$ cat config.mk
export PLATFORM = sky130hd
export DESIGN_NAME = iobx_core
export DESIGN_NICKNAME = d
export VERILOG_FILES = /design/src/verilog/iobx_pkg.sv /design/src/verilog/iobx_mem_if.sv /design/src/verilog/iobx_file_mem.sv /design/src/verilog/iobx_core.sv
export SDC_FILE = /design/constraint.sdc
export NUM_CORES = 1
export LEC_CHECK = 0
export BUFFER_PORTS_ARGS = -buffer_cell sky130_fd_sc_hd__buf_2
export CAP_MARGIN = 15
export CORE_MARGIN = 2
export CORE_UTILIZATION = 45
export DETAILED_ROUTE_END_ITERATION = 12
export HOLD_SLACK_MARGIN = 0.02
export PLACE_DENSITY = 0.57
export SETUP_SLACK_MARGIN = 0.4
export SYNTH_ARGS = -nofsm -noshare
export SYNTH_HDL_FRONTEND = slang
export SYNTH_SLANG_ARGS = --single-unit
export TNS_END_PERCENT = 20
$ cat constraint.sdc
create_clock -name CORE_CLK_IN -period 2.4 [get_ports CORE_CLK_IN]
set_input_delay 0.24 -clock CORE_CLK_IN [delete_from_list [all_inputs] [get_ports CORE_CLK_IN]]
set_output_delay 0.24 -clock CORE_CLK_IN [all_outputs]
set_load 0.005 [all_outputs]
$ cat src/verilog/iobx_pkg.sv
package iobx_pkg;
	// instruction word layout
	localparam int INSTR_W = 14;
	localparam int DATA_W = 8;
	localparam int FADDR_W = 7;
	localparam int PC_W = 15;
	localparam int LATCH_W = 7;
	localparam int BR_LIT_W = 11;
	localparam int OP_MSB = 13;
	localparam int OP_LSB = 8;
	localparam int DEST_BIT = 7;
	localparam int BR_OP_LSB = 11;
	localparam int LATCH_HI = 6;
	localparam int LATCH_LO = 3;
	// opcode field values
	localparam logic [5:0] OP_DEC = 6'h03;
	localparam logic [5:0] OP_DEC_SKIP = 6'h0B;
	localparam logic [5:0] OP_INC = 6'h0A;
	localparam logic [5:0] OP_INC_SKIP = 6'h0F;
	localparam logic [5:0] OP_OR_LIT = 6'h38;
	localparam logic [2:0] OP_BRANCH = 3'h5;
	// reset values and arithmetic constants
	localparam logic [DATA_W-1:0] ACCUM_RST = 8'h00;
	localparam logic [PC_W-1:0] PC_RST = 15'h0000;
	localparam logic [DATA_W-1:0] ONE = 8'h01;
	localparam logic [DATA_W-1:0] ZERO = 8'h00;
	// execution sequencer
	typedef enum logic [1:0] {
		ST_FETCH,
		ST_EXEC,
		ST_SKIP,
		ST_BRANCH
	} iobx_state_type;
endpackage

$ cat src/verilog/iobx_mem_if.sv
`timescale 1ns/1ps
interface iobx_mem_if;
	logic rd_en;
	logic [iobx_pkg::FADDR_W-1:0] rd_addr;
	logic [iobx_pkg::DATA_W-1:0] rd_data;
	logic wr_en;
	logic [iobx_pkg::FADDR_W-1:0] wr_addr;
	logic [iobx_pkg::DATA_W-1:0] wr_data;
	modport core (output rd_en, rd_addr, wr_en, wr_addr, wr_data,
		input rd_data);
	modport mem (input rd_en, rd_addr, wr_en, wr_addr, wr_data,
		output rd_data);
endinterface

$ cat src/verilog/iobx_file_mem.sv
`timescale 1ns/1ps
module iobx_file_mem #(
	parameter int AW = iobx_pkg::FADDR_W,
	parameter int DW = iobx_pkg::DATA_W
) (
	input wire logic clk_in,
	input wire logic rst_n_in,
	iobx_mem_if.mem port
);
	logic [DW-1:0] cells [0:(1<<AW)-1];
	logic [DW-1:0] rd_q;
	logic [DW-1:0] rd_d;

	// the interface fixes the widths, so anything else is refused
	if (AW != iobx_pkg::FADDR_W || DW != iobx_pkg::DATA_W) begin : g_chk
		$error("iobx_file_mem: width parameters do not match interface");
	end

	// read data always leaves from a register
	always_comb begin
		rd_d = rd_q;
		if (port.rd_en) begin
			rd_d = cells[port.rd_addr];
		end
	end

	always_ff @(posedge clk_in or negedge rst_n_in) begin
		if (!rst_n_in) begin
			rd_q <= iobx_pkg::ZERO;
		end else begin
			rd_q <= rd_d;
		end
	end

	// cells hold no reset, like real data memory
	always_ff @(posedge clk_in) begin
		if (port.wr_en) begin
			cells[port.wr_addr] <= port.wr_data;
		end
	end

	assign port.rd_data = rd_q;
endmodule

$ cat src/verilog/iobx_core.sv
`timescale 1ns/1ps
module iobx_core (
	input wire logic CORE_CLK_IN,
	input wire logic RST_N_IN,
	input wire logic [13:0] INSTR_IN,
	input wire logic INSTR_VALID_IN,
	input wire logic [6:0] PC_LATCH_IN,
	input wire logic LOAD_WE_IN,
	input wire logic [6:0] LOAD_ADDR_IN,
	input wire logic [7:0] LOAD_DATA_IN,
	output logic INSTR_READY_OUT,
	output logic [7:0] ACCUM_OUT,
	output logic ZERO_FLAG_OUT,
	output logic [14:0] PC_OUT,
	output logic FILE_WE_OUT,
	output logic [6:0] FILE_ADDR_OUT,
	output logic [7:0] FILE_DATA_OUT
);
	logic [1:0] rst_sync_q;
	logic rst_n;
	iobx_pkg::iobx_state_type st_q, st_d;
	logic [13:0] ir_q, ir_d;
	logic [7:0] w_q, w_d;
	logic z_q, z_d;
	logic [14:0] pc_q, pc_d;
	logic rdy_q, rdy_d;
	logic fwe_q, fwe_d;
	logic [6:0] fad_q, fad_d;
	logic [7:0] fdat_q, fdat_d;
	logic take;
	logic [5:0] op;
	logic is_branch;
	logic [7:0] res;
	logic core_we;
	logic [14:0] br_target;
	iobx_mem_if mem ();

	// reset released through two flops, asserted at once
	always_ff @(posedge CORE_CLK_IN or negedge RST_N_IN) begin
		if (!RST_N_IN) begin
			rst_sync_q <= 2'h0;
		end else begin
			rst_sync_q <= {rst_sync_q[0], 1'b1};
		end
	end
	assign rst_n = rst_sync_q[1];

	// decode of the held instruction
	assign take = INSTR_VALID_IN && rdy_q;
	assign op = ir_q[iobx_pkg::OP_MSB:iobx_pkg::OP_LSB];
	assign is_branch = ir_q[iobx_pkg::OP_MSB:iobx_pkg::BR_OP_LSB]
		== iobx_pkg::OP_BRANCH;
	assign br_target = {PC_LATCH_IN[iobx_pkg::LATCH_HI:iobx_pkg::LATCH_LO],
		ir_q[iobx_pkg::BR_LIT_W-1:0]};

	// file operand fetched while the instruction is taken
	assign mem.rd_en = take && st_q == iobx_pkg::ST_FETCH;
	assign mem.rd_addr = INSTR_IN[iobx_pkg::FADDR_W-1:0];
	// preload only lands when the core is not writing back
	assign mem.wr_en = core_we || LOAD_WE_IN;
	assign mem.wr_addr = core_we ? ir_q[iobx_pkg::FADDR_W-1:0] : LOAD_ADDR_IN;
	assign mem.wr_data = core_we ? res : LOAD_DATA_IN;

	iobx_file_mem #(
		.AW(iobx_pkg::FADDR_W),
		.DW(iobx_pkg::DATA_W)
	) u_mem (
		.clk_in(CORE_CLK_IN),
		.rst_n_in(rst_n),
		.port(mem.mem)
	);

	// sequencer and architectural state, next values
	always_comb begin
		st_d = st_q;
		ir_d = ir_q;
		w_d = w_q;
		z_d = z_q;
		pc_d = pc_q;
		fwe_d = 1'b0;
		fad_d = fad_q;
		fdat_d = fdat_q;
		res = iobx_pkg::ZERO;
		core_we = 1'b0;
		case (st_q)
			iobx_pkg::ST_FETCH: begin
				if (take) begin
					ir_d = INSTR_IN;
					pc_d = pc_q + 15'h0001;
					st_d = iobx_pkg::ST_EXEC;
				end
			end
			iobx_pkg::ST_EXEC: begin
				st_d = iobx_pkg::ST_FETCH;
				if (op == iobx_pkg::OP_DEC || op == iobx_pkg::OP_DEC_SKIP) begin
					res = mem.rd_data - iobx_pkg::ONE;
				end else if (op == iobx_pkg::OP_INC
					|| op == iobx_pkg::OP_INC_SKIP) begin
					res = mem.rd_data + iobx_pkg::ONE;
				end else if (op == iobx_pkg::OP_OR_LIT) begin
					res = w_q | ir_q[iobx_pkg::DATA_W-1:0];
				end
				if (op == iobx_pkg::OP_DEC || op == iobx_pkg::OP_DEC_SKIP
					|| op == iobx_pkg::OP_INC || op == iobx_pkg::OP_INC_SKIP) begin
					// destination bit picks file or accumulator
					if (ir_q[iobx_pkg::DEST_BIT]) begin
						core_we = 1'b1;
						fwe_d = 1'b1;
						fad_d = ir_q[iobx_pkg::FADDR_W-1:0];
						fdat_d = res;
					end else begin
						w_d = res;
					end
					// skip forms discard the next word on zero
					if (op != iobx_pkg::OP_DEC && op != iobx_pkg::OP_INC
						&& res == iobx_pkg::ZERO) begin
						st_d = iobx_pkg::ST_SKIP;
					end
				end
				if (op == iobx_pkg::OP_OR_LIT) begin
					w_d = res;
				end
				// skip forms and branch leave the flag alone
				if (op == iobx_pkg::OP_DEC || op == iobx_pkg::OP_INC
					|| op == iobx_pkg::OP_OR_LIT) begin
					z_d = (res == iobx_pkg::ZERO);
				end
				if (is_branch) begin
					pc_d = br_target;
					st_d = iobx_pkg::ST_BRANCH;
				end
			end
			iobx_pkg::ST_SKIP: begin
				// skipped word still advances the counter
				if (take) begin
					pc_d = pc_q + 15'h0001;
					st_d = iobx_pkg::ST_FETCH;
				end
			end
			default: begin
				// word fetched behind a branch is flushed
				if (take) begin
					st_d = iobx_pkg::ST_FETCH;
				end
			end
		endcase
		rdy_d = (st_d != iobx_pkg::ST_EXEC);
	end

	always_ff @(posedge CORE_CLK_IN or negedge rst_n) begin
		if (!rst_n) begin
			st_q <= iobx_pkg::ST_FETCH;
			ir_q <= 14'h0000;
			w_q <= iobx_pkg::ACCUM_RST;
			z_q <= 1'b0;
			pc_q <= iobx_pkg::PC_RST;
			rdy_q <= 1'b0;
			fwe_q <= 1'b0;
			fad_q <= 7'h00;
			fdat_q <= iobx_pkg::ZERO;
		end else begin
			st_q <= st_d;
			ir_q <= ir_d;
			w_q <= w_d;
			z_q <= z_d;
			pc_q <= pc_d;
			rdy_q <= rdy_d;
			fwe_q <= fwe_d;
			fad_q <= fad_d;
			fdat_q <= fdat_d;
		end
	end

	assign INSTR_READY_OUT = rdy_q;
	assign ACCUM_OUT = w_q;
	assign ZERO_FLAG_OUT = z_q;
	assign PC_OUT = pc_q;
	assign FILE_WE_OUT = fwe_q;
	assign FILE_ADDR_OUT = fad_q;
	assign FILE_DATA_OUT = fdat_q;

	logic ex;
	assign ex = (st_q == iobx_pkg::ST_EXEC);
endmodule

**After elaboration in Yosys (flattened, before gate mapping)**

Memory sizes are Yosys's and may differ from the RTL's. A register that Yosys moved wholly into a read port is not among the register bits.
Cells that the tools add are included.

- Memory bits (writable): 1024
- Memories kept: 1
- Flip-flop bits (word level): 59
- Output and inout bits: 41
- Input port bits: 40
- Logic and storage cells: 75

Memories:

| memory | depth | width | read ports | clocked after memory_dff | wr ports | line | source |
|---|---|---|---|---|---|---|---|
| u_mem.cells | 128 | 8 | 1 | 1 | 1 | iobx_file_mem.sv:10 | `logic [DW-1:0] cells [0:(1<<AW)-1];` |

- Bitwise logic cells: 1
- Equal/unequal tests: 14
- Reductions and logical operators: 22
- Add/sub/neg operators: 3
- Multiplexer cells: 24

Operators with widths:

| operator | count |
|---|---|
| $mux 8 | 9 |
| $mux 15 | 2 |
| $pmux 15 s2 | 1 |
| $eq 6x4->1 const B | 3 |
| $add 15x1->15 const B | 1 |
| $mux 2 | 5 |
| $reduce_and 3->1 | 3 |
| $add 8x1->8 const B | 1 |
| $logic_not 8->1 | 1 |
| $or 8x8->8 | 1 |
| $sub 8x1->8 const B | 1 |
| $logic_or 1x1->1 | 7 |
| $mux 7 | 1 |
| $eq 6x2->1 const B | 1 |
| $eq 6x6->1 const B | 1 |
| $ne 2x1->1 const B | 3 |
| $ne 6x2->1 const B | 1 |
| $ne 6x4->1 const B | 1 |
| $mux 1 | 5 |
| $logic_and 1x1->1 | 4 |
| $pmux 2 s2 | 1 |
| $reduce_and 2->1 | 2 |
| $reduce_bool 2->1 | 2 |
| $eq 3x3->1 const B | 1 |
| other kinds (6) | 6 |

**Depth between registers and ports, before layout**

Gate-level depths: netlist (run 1).

- Word-level depth: 12
- Depth in mapped cells: 12

**By module**

A second synthesis (run 1) with hierarchy kept.

- Cell total of the unflattened synthesis: 2353
- Area, all modules: 43675.6 um^2

By module, submodules not included:

| module | area an instance (um^2) | cells an instance | instances |
|---|---|---|---|
| iobx_file_mem | 40492.6 | 2000 | 1 |
| iobx_core | 3183.1 | 353 | 1 |

**Least setup slack after synthesis (run 1)**

OpenSTA, ideal clock, no wires.

- Kind: reg-to-reg
- Start: register ir_q[13]
- End: memory u_mem.cells[0][0] (netlist name), data pin
- Path buffers: 4
- Slack: -5.527 ns
- Stages on the path, launching flop included: 8
- Arrival: 6.730 ns
- Path through: dfrtp_1 or3b_1 buf_2 a211o_1 buf_2 clkbuf_1 clkbuf_1 o21ai_0

- Word-level cells in the longest chain between the ends: 7
- Elaborated cells on any way between the ends: 17
- Classes of those cells: eq/ne (5); mux (8); reduce/logical (4)

Ends and longest elaborated chain:

| element | line | source |
|---|---|---|
| start, declared | iobx_core.sv:22 | `logic [13:0] ir_q, ir_d;` |
| start signal, assigned | iobx_core.sv:163 | `ir_q <= ir_d;` |
| $eq 6x6->1 (tied with other cells) | iobx_core.sv:100 | `end else if (op == iobx_pkg::OP_OR_LIT) begin` |
| $mux 8 (tied with other cells) | iobx_core.sv:100 |  |
| $mux 8 / $logic_or 1x1->1 (equally long branches) | iobx_core.sv:97, iobx_core.sv:104 |  |
| $mux 8 / $logic_or 1x1->1 (equally long branches) | iobx_core.sv:95, iobx_core.sv:104 |  |
| $mux 8 / $mux 1 (equally long branches) | iobx_core.sv:85, iobx_core.sv:103 |  |
| $mux 8 / $mux 1 (equally long branches) | iobx_core.sv:85 | `case (st_q)` |
| $mux 8 * | iobx_core.sv:62 | `assign mem.wr_data = core_we ? res : LOAD_DATA_IN;` |
| via mem.wr_data, one bit | iobx_mem_if.sv:8 | `logic [iobx_pkg::DATA_W-1:0] wr_data;` |
| end, declared | iobx_file_mem.sv:10 |  |

The timed path passes the listed nets; every way through them passes the cells marked *. The select of a mux whose other input is x is not followed.

**Worst setup path after layout (run 1)**

- Start: register ir_q[12]
- End: memory u_mem.cells[2][6] (netlist name) (enable)

- Word-level cells in the longest chain between the ends: 9
- Elaborated cells on any way between the ends: 13
- Classes of those cells: eq/ne (4); mux (5); reduce/logical (4)

Ends and longest elaborated chain:

| element | line | source |
|---|---|---|
| $eq 6x2->1 / $eq 6x4->1 (equally long branches) | iobx_core.sv:103 | `if (op == iobx_pkg::OP_DEC \|\| op == iobx_pkg::OP_DEC_SKIP` |
| $logic_or 1x1->1 | iobx_core.sv:103 |  |
| $logic_or 1x1->1 | iobx_core.sv:104 | `\|\| op == iobx_pkg::OP_INC \|\| op == iobx_pkg::OP_INC_SKIP) begin` |
| $logic_or 1x1->1 * | iobx_core.sv:104 |  |
| $mux 1 * | iobx_core.sv:103 |  |
| $mux 1 * | iobx_core.sv:85 |  |
| $logic_or 1x1->1 | iobx_core.sv:60 | `assign mem.wr_en = core_we \|\| LOAD_WE_IN;` |
| $mux 1 | iobx_file_mem.sv:37 | `if (port.wr_en) begin` |
| $mux 1 (not written as such) | iobx_file_mem.sv:38 | `cells[port.wr_addr] <= port.wr_data;` |

Every way passes the cells marked *; elsewhere a longest branch is shown, timed or not.

==> results of run 1 <==
[stage by stage]
step | setup TNS, ns | total power [W] | hold slack, ns | cells | util
after global placement | -344.01 | 0.0279 | 0.0262 | 3926 | 0.509
after floorplan | -696.14 | 0.0252 | -0.0556 | 2232 | -
after global routing | -459.63 | 0.0464 | 0.0675 | 4171 | 0.567
final | -341.70 | 0.0450 | 0.0830 | 4173 | 0.567
after CTS | -369.14 | 0.0449 | 0.0560 | 4150 | 0.552
after detailed placement | -332.52 | 0.0280 | 0.0294 | 3927 | 0.509
[final timing paths]
check / startpoint / slack, ns / to / cells after the start
worst max-delay path: ir_q[12] / -0.37 / u_mem.cells[2][6] / 10
worst min-delay path: LOAD_DATA_IN[3] / 0.08 / u_mem.cells[93][3] / 3
worst max register to register: ir_q[12] / -0.37 / u_mem.cells[2][6] / 10
worst min register to register: rst_sync_q[1] / 0.30 / PC_OUT[2] / 0
max in group asynchronous: rst_sync_q[1] / 1.35 / ACCUM_OUT[6] / 1
min in group asynchronous: rst_sync_q[1] / 0.30 / PC_OUT[2] / 0
[sequential cells by signal, indices dropped and copies added (netlist names), 7 cells and up]
name and cells:
PC_OUT 15, FILE_DATA_OUT 8, u_mem.port.rd_data 8, ACCUM_OUT 8, u_mem.cells 1024, FILE_ADDR_OUT 7
ir_q 14
[power by group through the flow]
stage               registers (W)  logic, W  clock network [W]
CTS                        0.0221   0.00565             0.0171
floorplan                  0.0224   0.00280                  0
global route               0.0222   0.00637             0.0178
global placement           0.0225   0.00544                  0
detailed placement         0.0225   0.00553                  0
finish                     0.0221   0.00595             0.0169
[routing by layer]
metal	part of all wire	routed length, µm	track usage	up-vias
li1	-	-	-	10272
met1	0.43	49500	0.330	12660
met2	0.48	54900	0.367	842
met3	0.060	6930	0.0306	171
met4	0.029	3350	0.0710	2
met5	0.00011	13	0	-
[cell usage in the layout, fill, tap and decap left out, types with 10 or more instances in the layout]
cell	synthesis	final
edfxtp_1	1024	1024
dlygate4sd3_1	0	16
nand3b_1	12	12
nand2_4	6	16
a21oi_1	34	34
o22ai_1	14	14
clkinvlp_4	0	13
mux2i_1	85	85
buf_2	45	74
mux4_2	251	253
clkbuf_16	0	117
nor2_1	148	77
nand2_1	160	141
nor2_4	0	62
a221oi_1	16	14
a2bb2oi_1	13	13
a31oi_1	14	13
buf_6	8	89
clkinv_1	0	20
buf_4	22	318
buf_12	1	62
dfrtp_1	67	66
nand3_1	33	29
inv_1	12	11
mux2_2	18	15
bufinv_16	0	10
buf_8	0	19
clkinv_2	0	25
o21ai_0	41	38
[cell type report]
class	instances	area, µm²
diodes	2	5.00
clock buffers	121	2860
clock inverters	78	692
fillers	7254	41700
inverters	13	51.3
multi-input cells	1004	11300
flip-flops and latches	1091	32400
well taps	1276	1600
repair buffers	587	5650
repair inverters	1	7.51
[cell families (layout without fill, tap and decap cells)]
kind of cell | after synthesis | count (layout)
buffers and inverters | 137 | 800
multiplexers | 359 | 359
AND/OR/NAND/NOR | 419 | 419
adder cells (fa/ha/maj) | 3 | 3
other | 1 | 3
flip-flops | 1091 | 1091
AO/OA/AOI/OAI | 211 | 211
XOR/XNOR | 11 | 11
[what timing repair did]
item	CTS	global route
setup endpoints to repair	2064	2073
hold buffers	16	0
buffers inserted	8	15
gates cloned	0	6
pin swaps	11	26
resized for setup	89	280
endpoints found under the hold margin	16	0
[worst max-delay path, cell delays in order, from the launching register on]
cell	delay, ns
dfrtp_1	0.38
or3b_4	0.40
a211o_4	0.30
buf_6	0.14
buf_12	0.12
or3_4	0.33
o31ai_4	0.23
nand2_4	0.10
buf_12	0.20
nor2_2	0.12
buf_6	0.16
==> impl_metrics.sql, run 1 <==
INSERT INTO impl_metrics (metric_group, metric, value, unit) VALUES
('run_status', 'status', 'finished, violations left', ''),
('run_status', 'failed_checks', 'negative setup slack', ''),
('drt', 'drc', '0', ''),
('power_and_ir_drop', 'share_seq_of_total_power', '0.493', ''),
('synth', 'post_synth_mux_area_share', '0.157', ''),
('placed_design', 'placement.cell_area', '0.0490', 'mm²'),
('global_route', 'globalRouteOverflowTotal', '0', ''),
('sta', 'timing_max_transition_violations_final', '0', ''),
('die', 'die_width', '315', 'µm'),
('die', 'placement_rows', '114', ''),
('clock_network', 'cts_htree_levels', '3', ''),
('synth', 'syn_area', '0.0435', 'mm²'),
('power_and_ir_drop', 'combinationalPowerShare', '0.132', ''),
('critical_path', 'startpoint_type', 'flop', ''),
('synth', 'synthesis.area_per_instance', '19.5', 'µm²'),
('synth', 'synth.top_cell.area_share', '0.707', ''),
('power_and_ir_drop', 'total_switching_power', '0.0112', 'W'),
('sta', 'final_min_period_over_clock_period', '1.16', ''),
('synth', 'synth_compound_area_frac', '0.0340', ''),
('die', 'die-area', '0.0992', 'mm²'),
('synth', 'yosys_warnings', '0', ''),
('die', 'die_height', '315', 'µm'),
('synth', 'synthDistinctLibCells', '77', ''),
('sta', 'max-slew-margin-rel', '0.393', ''),
('synth', 'post_synth_most_frequent_cells', '1024 x edfxtp_1, 251 x mux4_2, 160 x nand2_1', ''),
('sta', 'setup_repair_after_global_routing_missed_its_margin', 'yes', ''),
('synth', 'synth_sequential_area_ratio', '0.745', ''),
('placed_design', 'dp_worst_setup_slack', '-0.700', 'ns'),
('synth', 'post_synth_xor_area_fraction', '0.00221', ''),
('synth', 'biggest_area_contributors_in_the_synthesized_netlist', 'edfxtp_1 71%, mux4_2 13%, dfrtp_1 3.9%', ''),
('critical_path', 'critPathKind', 'flop to flop', ''),
('critical_path', 'worstPathArrival', '3.16', 'ns'),
('synth', 'synth_top_area_cell', 'edfxtp_1', ''),
('sta', 'final.setup.worst_slack', '-0.374', 'ns'),
('power_and_ir_drop', 'swShare', '0.248', ''),
('finish', 'layout-area-overhead-vs-synth', '25.4', '%'),
('finish', 'post_route_cells_drive_above_1_share', '0.401', ''),
('synth', 'synth_enable_flop_cells', '1024', ''),
('drt', 'vias_per_cell', '5.74', ''),
('synth', 'post_synth_inst_count', '2232', ''),
('synth', 'largest_family_of_logic_cells_by_synthesized_area', 'multiplexers', ''),
('global_route', 'number_of_global_route_vias_before_repair', '24107', ''),
('placed_design', 'gpl.final_weighted_congestion', '0.893', ''),
('clock_network', 'cts_root_buffer', 'clkbuf_16', ''),
('power_and_ir_drop', 'max-vdd-ir-drop', '0.505', 'mV'),
('global_route', 'grt_start_max_net_pins', '57', ''),
('placed_design', 'place.port_buffers', '77', ''),
('synth', 'synthSimpleGateAreaFrac', '0.0438', ''),
('drt', 'wl_per_cell', '27.5', 'µm'),
('job', 'max_cap_violations', '0', ''),
('finish', 'final_net_count', '2849', ''),
('drt', 'detailedRoute.firstIterationViolations', '2490', ''),
('clock_network', 'clk_path_buf_depth', '3', ''),
('drt', 'dr.pass1.iters', '7', ''),
('clock_network', 'worst_skew_pair.late_latency', '0.68', 'ns'),
('critical_path', 'critical_path.max_fanout', '8', ''),
('sta', 'fmaxAchievable', '361', 'MHz'),
('sta', 'worst_clock_skew', '0.0192', 'ns'),
('die', 'start_util', '0.452', ''),
('drt', 'antenna_violating_nets_post_route', '0', ''),
('synth', 'async_flop_share', '0.0614', ''),
('global_route', 'antenna_found_initial', '2', ''),
('synth', 'main_flop_type_after_synthesis', 'edfxtp_1', ''),
('sta', 'slew_of_the_pin_with_the_lowest_slew_margin', '0.911', 'ns'),
('power_and_ir_drop', 'power_density', '824', 'mW/mm²'),
('power_and_ir_drop', 'intPower', '0.0338', 'W'),
('drt', 'route.final.wire_length', '115000', 'µm'),
('synth', 'synth_fp_nets', '2275', ''),
('clock_network', 'cts_tree', 'done', ''),
('sta', 'setup-violations-final', '1963', ''),
('power_and_ir_drop', 'leakage_component_of_the_power', '18.8', 'nW');
Note: power is estimated with default switching activity, not from simulation.
==> run 2, diff against run 1 <==
ABC_AREA = 1   (was not set)
==> run 2 against run 1 <==
The run still ends with negative setup slack left. Routed wire length grew 12%. Utilization down 0.62 points. Cell count grew 40%.
==> impl_metrics.sql, run 2 <==
INSERT INTO impl_metrics (metric_group, metric, value, unit) VALUES
('run_status', 'failed_checks', 'negative setup slack', ''),
('critical_path', 'setup.worst_path.end', 'u_mem.cells[17][3]', ''),
('global_route', 'track_usage', '0.247', ''),
('clock_network', 'cts_made_buffers', '114', ''),
('min_path', 'worstHoldPathCells', '3', ''),
('die', 'core_area', '0.100', 'mm²'),
('clock_network', 'worst_skew_pair.late_latency', '0.70', 'ns'),
('finish', 'layout_common_cells', '1449 x nand2_1, 1024 x edfxtp_1, 898 x nand3_1', ''),
('synth', 'yosys.area_share.adder', '0.000827', ''),
('synth', 'yosysMostFrequentCell', 'nand2_1', ''),
('critical_path', 'timing.critical_path.to_type', 'flop', ''),
('synth', 'post_synth_mux_area_share', '0.000496', ''),
('finish', 'mostFrequentLayoutCell', 'nand2_1', ''),
('clock_network', 'clk_path_buf_depth', '3', ''),
('finish', 'design_area', '0.0561', 'mm²'),
('placed_design', 'place.port_buffers', '77', ''),
('drt', 'route.final.wire_length', '129000', 'µm'),
('critical_path', 'timing.critical_path.slowest_stage_cell', 'dfrtp_1', ''),
('drt', 'antenna_violating_nets_post_route', '0', ''),
('synth', 'synth_top_area_cell', 'edfxtp_1', ''),
('finish', 'antenna-diode-count', '0', ''),
('synth', 'async_flop_share', '0.0614', ''),
('finish', 'layout.core_utilization', '0.561', ''),
('clock_network', 'cts_htree_levels', '3', ''),
('critical_path', 'worst_reg2reg_setup_slack', '-0.06', 'ns'),
('finish', 'registers.top_by_ff_count', 'u_mem.cells', ''),
('synth', 'largest_family_of_logic_cells_by_synthesized_area', 'simple AND/OR/NAND/NOR gates', ''),
('global_route', 'antenna_found_initial', '1', ''),
('critical_path', 'worstPathArrival', '2.86', 'ns'),
('clock_network', 'cts_tree', 'done', ''),
('die', 'die_height', '322', 'µm'),
('critical_path', 'startpoint_type', 'flop', ''),
('critical_path', 'worst_r2r_path_depth', '14', ''),
('critical_path', 'cp_top_family', 'buffers and inverters', ''),
('synth', 'synthSimpleGateAreaFrac', '0.245', ''),
('finish', 'final_net_count', '4498', ''),
('sta', 'final_min_period_over_clock_period', '1.03', ''),
('power_and_ir_drop', 'leakage_component_of_the_power', '21.2', 'nW'),
('synth', 'syn_area', '0.0454', 'mm²'),
('synth', 'post_synth_most_frequent_cells', '1483 x nand2_1, 1024 x edfxtp_1, 899 x nand3_1', ''),
('synth', 'main_flop_type_after_synthesis', 'edfxtp_1', ''),
('finish', 'layout.filler_cells', '8393', ''),
('critical_path', 'rr_startpoint', 'ir_q[9]', ''),
('sta', 'final.setup.worst_slack', '-0.0627', 'ns'),
('placed_design', 'gpl.final_weighted_congestion', '0.895', ''),
('die', 'start_util', '0.454', ''),
('critical_path', 'buf_inv_on_cp', '6', ''),
('global_route', 'grt_start_max_net_pins', '134', ''),
('die', 'die_width', '322', 'µm'),
('clock_network', 'cts_sinks', '1091', ''),
('clock_network', 'cts_root_buffer', 'clkbuf_16', ''),
('placed_design', 'hpwlAfterDp', '82600', 'µm'),
('global_route', 'globalRouteOverflowTotal', '0', ''),
('sta', 'final_period_minus_worst_setup_slack', '2.46', 'ns'),
('power_and_ir_drop', 'max-vdd-ir-drop', '0.588', 'mV'),
('synth', 'yosys_warnings', '0', ''),
('synth', 'synth_sequential_area_ratio', '0.714', ''),
('sta', 'slew_of_the_pin_with_the_lowest_slew_margin', '0.778', 'ns'),
('sta', 'worst_clock_skew', '0.0186', 'ns'),
('sta', 'max-slew-margin-rel', '0.478', ''),
('clock_network', 'worst_setup_hold_path_clk_slew', '0.06', 'ns'),
('die', 'die-area', '0.103', 'mm²'),
('critical_path', 'crit_path_max_incr_delay', '0.41', 'ns'),
('die', 'num_io_pins', '81', ''),
('synth', 'biggest_area_contributors_in_the_synthesized_netlist', 'edfxtp_1 68%, nand2_1 12%, nand3_1 9.9%', ''),
('global_route', 'grt_busiest_layer', 'met2', ''),
('drt', 'routed-via-count', '31483', ''),
('synth', 'synthesis.area_per_instance', '11.1', 'µm²'),
('power_and_ir_drop', 'power_density', '806', 'mW/mm²'),
('finish', 'largest_reg_flops', '1024', ''),
('global_route', 'globalRouteMet1Util', '0.342', ''),
('global_route', 'number_of_global_route_vias_before_repair', '30364', ''),
('drt', 'dr.pass1.iters', '5', ''),
('global_route', 'grt.met3_usage', '0.0358', ''),
('critical_path', 'critPathKind', 'flop to flop', ''),
('critical_path', 'critPathRequiredTime', '2.80', 'ns'),
('critical_path', 'timing.critical_path.depth', '14', ''),
('critical_path', 'critical_path.max_fanout', '8', ''),
('drt', 'drc', '0', ''),
('global_route', 'use_met2', '0.405', ''),
('synth', 'synth_fp_nets', '4134', ''),
('drt', 'vias_per_cell', '5.39', ''),
('sta', 'setup-violations-final', '614', ''),
('drt', 'wl_per_cell', '22.1', 'µm'),
('finish', 'layout-area-overhead-vs-synth', '23.5', '%'),
('global_route', 'global_route_wire_length_before_repair', '191000', 'µm'),
('min_path', 'holdCritPathClass', 'primary input to flop', ''),
('synth', 'synth.top_cell.area_share', '0.677', ''),
('critical_path', 'timing.rr.end', 'u_mem.cells[17][3]', ''),
('sta', 'fmaxAchievable', '406', 'MHz'),
('synth', 'post_synth_xor_area_fraction', '0.00212', ''),
('finish', 'post_route_cells_drive_above_1_share', '0.187', ''),
('placed_design', 'dp_worst_setup_slack', '-0.263', 'ns'),
('sta', 'setup_repair_after_global_routing_missed_its_margin', 'yes', ''),
('synth', 'synthDistinctLibCells', '40', ''),
('finish', 'multi_input_area', '0.0128', 'mm²'),
('sta', 'timing_max_transition_violations_final', '0', ''),
('placed_design', 'placement.cell_area', '0.0510', 'mm²'),
('run_status', 'status', 'finished, violations left', ''),
('critical_path', 'crit_path_start', 'ir_q[9]', ''),
('critical_path', 'critical_path_cell_sequence', 'nand2_1 -> inv_2 -> nand4_1 -> nand3_2 -> nand2_4 -> buf_6 -> nand2_2 -> buf_4 -> a21oi_4 -> buf_12 -> nand2_2 -> buf_12 -> nor2_2 -> buf_4', ''),
('synth', 'ys_seq_elements', '1091', ''),
('sta', 'timing.setup.tns', '-13.82', 'ns'),
('synth', 'synth_enable_flop_cells', '1024', ''),
('finish', 'sequential_cell_area', '0.0324', 'mm²'),
('drt', 'detailedRoute.firstIterationViolations', '3015', ''),
('synth', 'synth_compound_area_frac', '0.00917', ''),
('synth', 'post_synth_inst_count', '4091', ''),
('sta', 'finalHoldViolations', '0', ''),
('die', 'placement_rows', '116', ''),
('job', 'max_cap_violations', '0', '');
## run 2: cell types whose count changed after synthesis, sizes merged, moves of 12 or more
cell,change
mux2i,-85
nor2,+32
nand3,+869
buf,+19
o22ai,-12
clkbuf,+101
a2bb2oi,-13
a221oi,-18
nand3b,-12
mux2,-16
mux4,-256
a31oi,-13
nand2,+1331
inv,+41
## run 2: worst register-to-register path: stages, from the launching register on
cell	delay [ns]
dfrtp_1	0.41
nand2_1	0.10
inv_2	0.04
nand4_1	0.12
nand3_2	0.12
nand2_4	0.17
buf_6	0.14
nand2_2	0.07
buf_4	0.14
a21oi_4	0.14
buf_12	0.18
nand2_2	0.10
buf_12	0.15
nor2_2	0.11
buf_4	0.17
## run 2: layer usage
metal  up-vias  routed length, µm
met3       205               7890
met2      1070              62200
met5         -                 28
li1      14940                  -
met1     15266              55300
met4         2               3540
## run 2: how the worst min path moves through the flow
stage / endpoint / startpoint / slack (ns)
2_1_floorplan: rst_sync_q[0] / RST_N_IN / -0.06
3_3_place_gp: rst_sync_q[0] / RST_N_IN / 0.03
3_5_place_dp: rst_sync_q[0] / RST_N_IN / 0.03
4_1_cts: u_mem.cells[80][0] / LOAD_DATA_IN[0] / 0.13
5_1_grt: u_mem.cells[84][3] / LOAD_DATA_IN[3] / 0.15
6_report: u_mem.cells[80][0] / LOAD_DATA_IN[0] / 0.17
## run 2: stage by stage
stage | instances | total power (W) | hold WS [ns]
floorplan | 4091 | 0.0253 | -0.0556
global placement | 5591 | 0.0281 | 0.0273
detailed placement | 5591 | 0.0282 | 0.0272
CTS | 5827 | 0.0453 | 0.127
global route | 5843 | 0.0468 | 0.146
finish | 5843 | 0.0452 | 0.169
## run 2: power by group
| group | switching [W] | total [W] | internal [W] |
|---|---|---|---|
| logic | 0.00397 | 0.00617 | 0.00220 |
| clock network | 0.00726 | 0.0170 | 0.00977 |
| registers | 0.000482 | 0.0220 | 0.0215 |
| total | 0.0117 | 0.0452 | 0.0335 |
## run 2: kinds of logic (layout without fill, tap and decap cells)
group,count (synthesis),count (layout)
AO/OA/AOI/OAI,76,76
XOR/XNOR,11,11
buffers and inverters,302,756
AND/OR/NAND/NOR,2605,2605
other,1,1
adder cells (fa/ha/maj),3,3
flip-flops,1091,1091
multiplexers,2,2
## run 2: what timing repair did
| item | in CTS | in global routing |
|---|---|---|
| endpoints found under the setup margin | 2068 | 2062 |
| resized for setup | 96 | 134 |
| hold buffers | 16 | 0 |
| pin swaps | 13 | 41 |
| buffers inserted | 13 | 13 |
| hold endpoints to repair | 27 | 0 |
| gates cloned | 1 | 3 |
## run 2: layout make-up
type,count,share of cell area
sequential,1091,0.578
timing repair inverter,1,0.000156
clock inverter,65,0.0101
tap,1298,0.0290
clock buffer,141,0.0534
timing repair buffer,491,0.0966
multi-input combinational,2698,0.228
inverter,58,0.00462
